<file path="config.mk">
export PLATFORM = sky130hd
export DESIGN_NAME = spc_top
export DESIGN_NICKNAME = d
export VERILOG_FILES = /design/src/hdl/spc_irq_route.v /design/src/hdl/spc_top.v
export VERILOG_INCLUDE_DIRS = /design/src /design/src/hdl
export SDC_FILE = /design/constraint.sdc
export NUM_CORES = 1
export LEC_CHECK = 0
export BUFFER_PORTS_ARGS = -buffer_cell sky130_fd_sc_hd__buf_2
export CAP_MARGIN = 20
export CORE_UTILIZATION = 30
export DETAILED_ROUTE_END_ITERATION = 10
export GPL_TIMING_DRIVEN = 0
export PLACE_DENSITY = 0.56
export SYNTH_ARGS = -nofsm -noshare
export SYNTH_HDL_FRONTEND = slang
export SYNTH_HIERARCHICAL = 1
export SYNTH_SLANG_ARGS = --single-unit
</file>
<file path="constraint.sdc">
create_clock -name clk -period 6.92 [get_ports clk]
set_input_delay 1.384 -clock clk [delete_from_list [all_inputs] [get_ports clk]]
set_output_delay 1.384 -clock clk [all_outputs]
set_load 0.05 [all_outputs]
</file>
<file path="src/hdl/spc_regs.vh">
// Purpose: Offsets, field positions and reset values of the servo pin and control registers.
// Assumes: Byte offsets in configuration space, one aligned 32-bit word per register.
// Notes:   Definitions only.
`ifndef SPC_REGS_VH
`define SPC_REGS_VH

// ==========================================================================
// Register offsets
`define SPC_PIN_SELECT_OFFSET 8'hc8
`define SPC_CONTROL_OFFSET 8'hd0

// ==========================================================================
// Reset values
`define SPC_PIN_SELECT_RESET 32'h0000_0000
`define SPC_CONTROL_RESET 32'h0000_0000

// ==========================================================================
// Control register fields
`define SPC_TIMEBASE_BIT 24
`define SPC_DECODE_ON_BIT 23
`define SPC_ROUTE_MSB 19
`define SPC_ROUTE_LSB 16
`define SPC_BASE_MSB 15
`define SPC_BASE_LSB 9

// ==========================================================================
// Pin select byte positions per port group
`define SPC_GROUP_ZERO_LSB 0
`define SPC_GROUP_ONE_LSB 8
`define SPC_GROUP_TWO_LSB 16
`define SPC_GROUP_FOUR_LSB 24

// ==========================================================================
// Interrupt routing codes
`define SPC_ROUTE_NONE 4'h0
`define SPC_ROUTE_LINE9 4'h1
`define SPC_ROUTE_LINE3 4'h2
`define SPC_ROUTE_LINE10 4'h3
`define SPC_ROUTE_LINE4 4'h4
`define SPC_ROUTE_LINE5 4'h5
`define SPC_ROUTE_LINE7 4'h6
`define SPC_ROUTE_LINE6 4'h7
`define SPC_ROUTE_LINE1 4'h8
`define SPC_ROUTE_LINE11 4'h9
`define SPC_ROUTE_LINE12 4'hb
`define SPC_ROUTE_LINE14 4'hd
`define SPC_ROUTE_LINE15 4'hf

`endif

</file>
<file path="src/hdl/spc_irq_route.v">
// Purpose: Decodes the servo interrupt routing code onto one legacy request line.
// Assumes: Pure combinational; the caller registers the result.
// Notes:   Reserved codes and code zero drive no line.
`timescale 1ns/1ps
`include "spc_regs.vh"

module spc_irq_route (
    input wire [3:0] route_code,
    input wire servo_irq,
    output reg [15:0] irq_lines
);

    // ======================================================================
    // Routing table
    always @* begin
        irq_lines = 16'h0000;
        case (route_code)
            `SPC_ROUTE_LINE9: irq_lines[9] = servo_irq;
            `SPC_ROUTE_LINE3: irq_lines[3] = servo_irq;
            `SPC_ROUTE_LINE10: irq_lines[10] = servo_irq;
            `SPC_ROUTE_LINE4: irq_lines[4] = servo_irq;
            `SPC_ROUTE_LINE5: irq_lines[5] = servo_irq;
            `SPC_ROUTE_LINE7: irq_lines[7] = servo_irq;
            `SPC_ROUTE_LINE6: irq_lines[6] = servo_irq;
            `SPC_ROUTE_LINE1: irq_lines[1] = servo_irq;
            `SPC_ROUTE_LINE11: irq_lines[11] = servo_irq;
            `SPC_ROUTE_LINE12: irq_lines[12] = servo_irq;
            `SPC_ROUTE_LINE14: irq_lines[14] = servo_irq;
            `SPC_ROUTE_LINE15: irq_lines[15] = servo_irq;
            default: irq_lines = 16'h0000;
        endcase
    end

endmodule // spc_irq_route

</file>
<file path="src/hdl/spc_top.v">
// Purpose: Servo pin selection, timebase, I/O window decode and interrupt routing registers.
// Assumes: Configuration accesses and pin-option levels come from logic on clk.
// Notes:   Read data appears one cycle after the read strobe.
`timescale 1ns/1ps
`include "spc_regs.vh"

// Behaviour
// Top select byte steers port-four pins: 0 port I/O, 1 servo 24..31.
// Port-four servo byte acts only while south bridge pin option bit is one.
// Pin option one gives shared pins to port four, zero to serial port.
// Third select byte steers port-two pins: 0 port I/O, 1 servo 16..23.
// Port-two servo byte acts only while board option latch bit is one.
// Second select byte steers port-one pins: 0 port I/O, 1 servo 8..15.
// Lowest select byte steers port-zero pins: 0 port I/O, 1 servo 0..7.
// Control bit 24 chooses servo timebase: 0 10 MHz, 1 50 MHz.
// Control bit 23 enables servo I/O window decode; zero ignores I/O cycles.
// Four-bit route code drives one legacy request line per the table.
// Routing can direct servo interrupt to any listed legacy line.
// Firmware must not program reserved route codes 1010, 1100, 1110.
// Control bits 15..9 hold the servo I/O base address bits, read/write.
// Control bits 8..0 read zero; writes to them are discarded.
// Decode claims I/O cycles whose address bits 15..9 match the base.
// With gating false, group pins keep their non-servo function.
module spc_top #(
    parameter GROUP_WIDTH = 8
) (
    input wire clk,
    input wire rst,
    input wire [7:0] cfg_addr,
    input wire cfg_wr,
    input wire cfg_rd,
    input wire [3:0] cfg_be,
    input wire [31:0] cfg_wdata,
    output reg [31:0] cfg_rdata,
    output reg cfg_rvalid,
    input wire serial_or_port_four_choice,
    input wire board_option_latch_bit,
    input wire [4*GROUP_WIDTH-1:0] general_io_out,
    input wire [4*GROUP_WIDTH-1:0] servo_out,
    input wire [GROUP_WIDTH-1:0] serial_pin_out,
    output reg [4*GROUP_WIDTH-1:0] pin_out,
    output reg [4*GROUP_WIDTH-1:0] pin_is_servo,
    output reg servo_timebase_select,
    input wire io_cycle,
    input wire [15:0] io_addr,
    output reg servo_io_claim,
    input wire servo_irq,
    output reg [15:0] legacy_irq
);

    localparam NGRP = 4;

    // ======================================================================
    // Register storage
    reg [31:0] port_servo_pin_choice;
    reg servo_io_decode_on;
    reg [3:0] servo_interrupt_route_code;
    reg [6:0] servo_io_window_base;
    reg [31:0] servo_unit_control;

    wire sel_hit = (cfg_addr == `SPC_PIN_SELECT_OFFSET);
    wire ctl_hit = (cfg_addr == `SPC_CONTROL_OFFSET);

    // Timebase register doubles as the output flop
    always @(posedge clk or posedge rst) begin
        if (rst) begin
            port_servo_pin_choice <= `SPC_PIN_SELECT_RESET;
            servo_timebase_select <= 1'b0;
            servo_io_decode_on <= 1'b0;
            servo_interrupt_route_code <= 4'h0;
            servo_io_window_base <= 7'h00;
        end else if (cfg_wr) begin
            if (sel_hit) begin
                if (cfg_be[0])
                    port_servo_pin_choice[7:0] <= cfg_wdata[7:0];
                if (cfg_be[1])
                    port_servo_pin_choice[15:8] <= cfg_wdata[15:8];
                if (cfg_be[2])
                    port_servo_pin_choice[23:16] <= cfg_wdata[23:16];
                if (cfg_be[3])
                    port_servo_pin_choice[31:24] <= cfg_wdata[31:24];
            end
            if (ctl_hit) begin
                if (cfg_be[3])
                    servo_timebase_select <= cfg_wdata[`SPC_TIMEBASE_BIT];
                if (cfg_be[2]) begin
                    servo_io_decode_on <= cfg_wdata[`SPC_DECODE_ON_BIT];
                    servo_interrupt_route_code <=
                        cfg_wdata[`SPC_ROUTE_MSB:`SPC_ROUTE_LSB];
                end
                if (cfg_be[1])
                    servo_io_window_base <= cfg_wdata[`SPC_BASE_MSB:`SPC_BASE_LSB];
            end
        end
    end

    // Reserved and low bits always assemble as zero
    always @* begin
        servo_unit_control = `SPC_CONTROL_RESET;
        servo_unit_control[`SPC_TIMEBASE_BIT] = servo_timebase_select;
        servo_unit_control[`SPC_DECODE_ON_BIT] = servo_io_decode_on;
        servo_unit_control[`SPC_ROUTE_MSB:`SPC_ROUTE_LSB] = servo_interrupt_route_code;
        servo_unit_control[`SPC_BASE_MSB:`SPC_BASE_LSB] = servo_io_window_base;
    end

    // ======================================================================
    // Read path; unmapped offsets return zero
    always @(posedge clk or posedge rst) begin
        if (rst) begin
            cfg_rdata <= 32'h0000_0000;
            cfg_rvalid <= 1'b0;
        end else begin
            cfg_rvalid <= cfg_rd;
            if (cfg_rd) begin
                if (sel_hit)
                    cfg_rdata <= port_servo_pin_choice;
                else if (ctl_hit)
                    cfg_rdata <= servo_unit_control;
                else
                    cfg_rdata <= 32'h0000_0000;
            end
        end
    end

    // ======================================================================
    // Pin multiplexing per port group
    wire [NGRP-1:0] group_gate;
    assign group_gate[0] = 1'b1;
    assign group_gate[1] = 1'b1;
    assign group_gate[2] = board_option_latch_bit;
    assign group_gate[3] = serial_or_port_four_choice;

    wire [4*GROUP_WIDTH-1:0] next_pin_out;
    wire [4*GROUP_WIDTH-1:0] next_pin_is_servo;

    genvar g;
    generate
        for (g = 0; g < NGRP; g = g + 1) begin : grp
            wire [GROUP_WIDTH-1:0] sel;
            wire [GROUP_WIDTH-1:0] plain;
            // Stored choice is masked while the group's gate is low
            assign sel = port_servo_pin_choice[g*GROUP_WIDTH +: GROUP_WIDTH]
                & {GROUP_WIDTH{group_gate[g]}};
            if (g == NGRP - 1) begin : shared
                // Shared pins fall back to the serial port when the option is zero
                assign plain = serial_or_port_four_choice
                    ? general_io_out[g*GROUP_WIDTH +: GROUP_WIDTH]
                    : serial_pin_out;
            end else begin : own
                assign plain = general_io_out[g*GROUP_WIDTH +: GROUP_WIDTH];
            end
            assign next_pin_is_servo[g*GROUP_WIDTH +: GROUP_WIDTH] = sel;
            assign next_pin_out[g*GROUP_WIDTH +: GROUP_WIDTH] =
                (servo_out[g*GROUP_WIDTH +: GROUP_WIDTH] & sel)
                | (plain & ~sel);
        end
    endgenerate

    // ======================================================================
    // Interrupt routing
    wire [15:0] next_legacy_irq;

    spc_irq_route u_route (
        .route_code(servo_interrupt_route_code),
        .servo_irq(servo_irq),
        .irq_lines(next_legacy_irq)
    );

    // ======================================================================
    // Output flops
    wire next_servo_io_claim = servo_io_decode_on & io_cycle
        & (io_addr[15:9] == servo_io_window_base);

    always @(posedge clk or posedge rst) begin
        if (rst) begin
            pin_out <= {4*GROUP_WIDTH{1'b0}};
            pin_is_servo <= {4*GROUP_WIDTH{1'b0}};
            servo_io_claim <= 1'b0;
            legacy_irq <= 16'h0000;
        end else begin
            pin_out <= next_pin_out;
            pin_is_servo <= next_pin_is_servo;
            servo_io_claim <= next_servo_io_claim;
            legacy_irq <= next_legacy_irq;
        end
    end

endmodule // spc_top

</file>
==> impl_metrics.yaml, run 1 <==
synthesis:
  synthArstFlopShare_pct: 100
  synth_area_sq_um: 5790
  synth_edf_count: 0
  synthFlopType: "dfrtp_1"
  yosys_warnings: 6
  seq_area_frac_synth_pct: 68.7
  synth.largest_area_cell: "dfrtp_1"
  synthCells: 373
  syn_area_per_cell_sq_um: 15.5
  synthTopCellsByArea: "dfrtp_1 69%, mux2_2 13%, a22o_1 2.9%"
  synth_top_area_share_pct: 68.7
  synthDistinctLibCells: 29
  ys_seq_elements: 159
floorplanning:
  core_sq_um: 18800
  chipWidth_microns: 141
  fp.dieH_microns: 141
  initial_core_util_pct: 30.8
  io_pins: 255
  die_area_sq_um: 19900
  fp-row-count: 50
worst_setup_path:
  required_ns: 7.23
  crit_chain: "buf_2 -> nor4b_4 -> nand4_2 -> mux2_2"
  slowest_delay_ns: 0.72
  criticalPathCategory: "in2reg"
  end_kind: "flop"
  cp_max_fo: 9
  startpoint_type: "input port"
  path_delay_family: "simple AND/OR/NAND/NOR gates"
  slowest_stage: "nor4b_4"
  worstPathArrival_ns: 3.08
  cp_num_buf_inv: 1
timing:
  rsz0062_at_grt: "no"
  layout_min_cycle_time_ns: 2.78
  tightestPinTransition_ns: 0.793
  fmax_ghz: 0.360
  final_max_slew_viol_count: 0
  fin_skew_ns: 0.00651
  hold_viol: 0
  fin_crit_sh_pct: 40.1
  setup-violations-final: 0
  relSlewSlack_pct: 46.9
worst_hold_path:
  hp-class: "reg2reg"
run:
  max_cap_viol_count: 0
clocking:
  cts.path.max_buffers: 2
  cts-root-buf: "clkbuf_16"
  ctsResizeCount: 0
  cts.sinks: 159
  cts_tree: "built"
  insertion_delay_ns: 0.42
  hold_buffers: 0
  clk_pin_slew_ns: 0.06
  cts_made_buffers: 17
  htree_levels: 4
  cts_setup_buffers: 0
placed_design:
  place.gp.congestion: 0.804
  dp.cells: 881
  placed_area_sq_um: 7380
  portBuffers: 244
  hpwlAfterDp_mm: 10.9
detailed_routing:
  num_vias: 4057
  firstDrtPassIters: 4
  viasPerCell: 4.44
  drc: 0
  drt_iter0_markers: 102
  routedWlPerCell_microns: 16.1
  wl_mm: 14.7
  postRouteAntennaNets: 0
power:
  p_leak_nw: 4.27
  clockPowerShare_pct: 47.9
  powerDensity_nw_per_um2: 273
  seq_power_share_pct: 43.9
  peakVddDrop_mv: 0.167
  p_sw_uw: 523
  swShare_pct: 23.8
  combPwrFrac_pct: 8.2
  internal-power_mw: 1.67
grt:
  gr-usage-all-layers_pct: 15.7
  grt_max_degree: 92
  overflow: 0
  grt_pass1_wl_mm: 23.4
  antenna_found_initial: 0
  grt_pass1_vias: 4421
outcome:
  status: "complete, no violations"
final_layout:
  final_cells: 913
  final_common_cell: "buf_2"
  layout_common_cells: "246 x buf_2, 159 x dfrtp_1, 69 x mux2_2"
  n_antenna_cell: 0
  fin_area_sq_um: 8050
  final_layout_size_suffix_gt1_share_pct: 55.3
  nNetsFinal: 780
  syn_to_final_growth_pct: 39.0
==> metal layers <==
layer  track usage [%]  vias to the layer above  routed length (microns)
met5                 0                        -                        0
met4              6.64                        0                      251
met3              4.89                       19                      932
met2              26.7                      149                     7390
met1              18.3                     2017                     6130
li1                  -                     1872                        -
==> synth_stat cells (all sizes together) (5+ instances only) <==
master     n
and2      16
o2bb2ai   13
dfrtp    159
a21oi      8
nand4      8
xnor2      5
clkbuf     8
buf        8
mux2      69
nor2      18
a22o      19
mux2i      8
a22oi     13
==> through the flow <==
step                util, %  hold WS [ns]  setup WS, ns  power [mW]  setup TNS (ns)
detailed placement     39.2         0.422          3.65        1.17               0
floorplan                 -         0.397          1.24        1.09               0
finish                 42.7         0.434          4.14        2.19               0
global placement       39.0         0.420        -0.440        1.16          -68.07
CTS                    42.7         0.437          4.11        2.23               0
global route           42.7         0.452          3.94        2.29               0
==> cells by family after synthesis <==
family / share of synthesized area, %
AO/OA/AOI/OAI: 7.22
XOR/XNOR: 1.06
buffers and inverters: 1.66
flip-flops: 68.7
multiplexers: 14.8
other: 0.0647
AND/OR/NAND/NOR: 6.50
==> power by group through the flow <==
| stage | clock network [mW] | registers (mW) | logic, mW |
|---|---|---|---|
| 2_1_floorplan | 0 | 1.04 | 0.0484 |
| 3_3_place_gp | 0 | 0.982 | 0.178 |
| 3_5_place_dp | 0 | 0.982 | 0.183 |
| 4_1_cts | 1.08 | 0.964 | 0.184 |
| 5_1_grt | 1.13 | 0.966 | 0.195 |
| 6_report | 1.05 | 0.964 | 0.180 |
==> sequential cells by signal (all words and copies together) (netlist names) <==
name,cells
pin_out,32
servo_io_decode_on,1
cfg_rvalid,1
pin_is_servo,32
servo_io_window_base,7
servo_interrupt_route_code,4
legacy_irq,16
servo_io_claim,1
port_servo_pin_choice,32
servo_timebase_select,1
cfg_rdata,32
==> final timing paths <==
path / startpoint / endpoint / slack [ns] / cells past startpoint
max: cfg_addr[4] / port_servo_pin_choice[9]$_DFFE_PP0P_ / 4.14 / 4
min: port_servo_pin_choice[1]$_DFFE_PP0P_ / pin_is_servo[1]$_DFF_PP0_ / 0.43 / 0
max reg2reg: servo_interrupt_route_code[2]$_DFFE_PP0P_ / legacy_irq[3]$_DFF_PP0_ / 5.84 / 2
min reg2reg: port_servo_pin_choice[1]$_DFFE_PP0P_ / pin_is_servo[1]$_DFF_PP0_ / 0.43 / 0
max in group asynchronous: rst / cfg_rdata[19]$_DFFE_PP0P_ / 4.97 / 3
min in group asynchronous: rst / pin_out[10]$_DFF_PP0_ / 1.06 / 2
==> final cells by class <==
cell class	count	area (sq um)
fill	1814	10800
clock buffer	18	439
tap	260	325
sequential	159	3980
multi-input combinational	199	1730
buffer	16	88.8
clock inverter	14	228
inverter	2	12.5
timing repair buffer	245	1250
No activity file was read; power rests on OpenSTA's default activity.
==> run 2: changes to the inputs <==
PLACE_DENSITY = 0.58   (was 0.56)
clock period = 2.3 ns   (was 6.92 ns; I/O delays follow)
==> impl_metrics.yaml, run 2 (same netlist as run 1, synthesis figures left out) <==
placed_design:
  hpwlAfterDp_mm: 11.2
  placed_area_sq_um: 7430
  dp.cells: 884
  dp_slack_ns: -0.0500
  place.gp.congestion: 0.783
  portBuffers: 244
grt:
  grt_max_degree: 43
  grt_pass1_wl_mm: 23.4
  gr-usage-all-layers_pct: 15.7
  antenna_found_initial: 1
  grt_pass1_vias: 4384
  overflow: 0
clocking:
  cts-root-buf: "clkbuf_16"
  insertion_delay_ns: 0.42
  cts_setup_buffers: 0
  clk_pin_slew_ns: 0.07
  cts.path.max_buffers: 2
  cts_tree: "built"
  ctsResizeCount: 0
  hold_buffers: 0
  htree_levels: 4
  cts.sinks: 159
  cts_made_buffers: 17
timing:
  fmax_ghz: 0.542
  rsz0062_at_grt: "no"
  hold_viol: 0
  tightestPinTransition_ns: 0.783
  fin_crit_sh_pct: 80.3
  final_max_slew_viol_count: 0
  fin_skew_ns: 0.00687
  setup-violations-final: 0
  timing.final.ws_setup_ns: 0.454
  relSlewSlack_pct: 47.6
  fin_tns_setup_ns: 0
  layout_min_cycle_time_ns: 1.85
final_layout:
  final_common_cell: "buf_2"
  fin_area_sq_um: 8010
  fin_util_pct: 42.5
  nNetsFinal: 783
  final_layout_size_suffix_gt1_share_pct: 55.3
  syn_to_final_growth_pct: 38.3
  multi_input_area_sq_um: 1730
  final_cells: 917
  final.fill_count: 1779
  regArea_sq_um: 3980
  layout_common_cells: "246 x buf_2, 159 x dfrtp_1, 69 x mux2_2"
worst_setup_path:
  required_ns: 2.60
  cp_num_buf_inv: 1
  worst-path-stages: 4
  end_kind: "flop"
  path_delay_family: "simple AND/OR/NAND/NOR gates"
  ff2ff_path_depth: 3
  slowest_delay_ns: 0.55
  crit_chain: "buf_2 -> nor4b_4 -> nand4_1 -> mux2_2"
  cp_max_fo: 7
  criticalPathCategory: "in2reg"
  slowest_stage: "nand4_1"
  startpoint_type: "input port"
  crit-reg2reg-launch: "servo_io_window_base[5]$_DFFE_PP0P_"
  startpoint: "cfg_addr[5]"
  worstPathArrival_ns: 2.15
detailed_routing:
  firstDrtPassIters: 4
  postRouteAntennaNets: 0
  num_vias: 4073
  viasPerCell: 4.44
  drc: 0
  drt_iter0_markers: 164
  routedWlPerCell_microns: 16.3
  wl_mm: 15.0
power:
  peakVddDrop_mv: 0.504
  p_leak_nw: 4.25
  powerDensity_nw_per_um2: 775
floorplanning:
  chipWidth_microns: 141
  fp-row-count: 50
  core_sq_um: 18800
  die_area_sq_um: 19900
  initial_core_util_pct: 30.8
  io_pins: 255
  fp.dieH_microns: 141
run:
  max_cap_viol_count: 0
worst_hold_path:
  hp-class: "in2async"
outcome:
  status: "complete, no violations"
[run 2: cell types whose count changed in the layout (fill, tap and decap cells not counted), sizes merged]
cell,delta
buf,+3
bufinv,-4
clkbuf,+3
clkinv,+1
clkinvlp,+1
diode,+1
inv,-1
[run 2: final timing paths]
path                                                          to  slack [ns]
setup reg to reg                        servo_io_claim$_DFF_PP0_        1.21
setup / recovery             servo_io_window_base[3]$_DFFE_PP0P_        0.45
max in group asynchronous  port_servo_pin_choice[26]$_DFFE_PP0P_        1.50
hold / removal                             pin_out[14]$_DFF_PP0_        0.05
min in group clk                            cfg_rvalid$_DFF_PP0_        0.19
hold reg to reg                        pin_is_servo[7]$_DFF_PP0_        0.42
[run 2: per-layer routing]
metal / global-route usage (%) / share of wire, %
met4: 5.72 / 1.8
met5: 0 / 0
met1: 18.2 / 41
met3: 5.16 / 6.4
met2: 27.1 / 50
[run 2: worst register-to-register path, stage by stage (launching register included)]
cell and delay, ns:
dfrtp_1 0.41, xnor2_1 0.19, nand4_1 0.17, nor4_1 0.21
[run 2: power by group]
group	switching, mW	internal (mW)	total [mW]
Sequential	0.0352	2.87	2.90
Clock	1.17	1.59	2.75
Combinational	0.361	0.193	0.554
[run 2: per-stage QoR]
step,power (mW),hold WS (ns)
after floorplan,3.28,0.397
after global placement,3.49,0.416
after detailed placement,3.52,0.419
after CTS,6.30,0.0379
after global routing,6.46,0.0546
final,6.21,0.0457
[run 2: final cells by class]
cell class | count | share of cell area (%)
buffer | 16 | 1.11
clock buffer | 21 | 5.87
sequential | 159 | 49.7
antenna | 1 | 0.0312
timing repair buffer | 248 | 16.2
clock inverter | 11 | 1.31
inverter | 2 | 0.141
tap | 260 | 4.06
multi-input combinational | 199 | 21.6
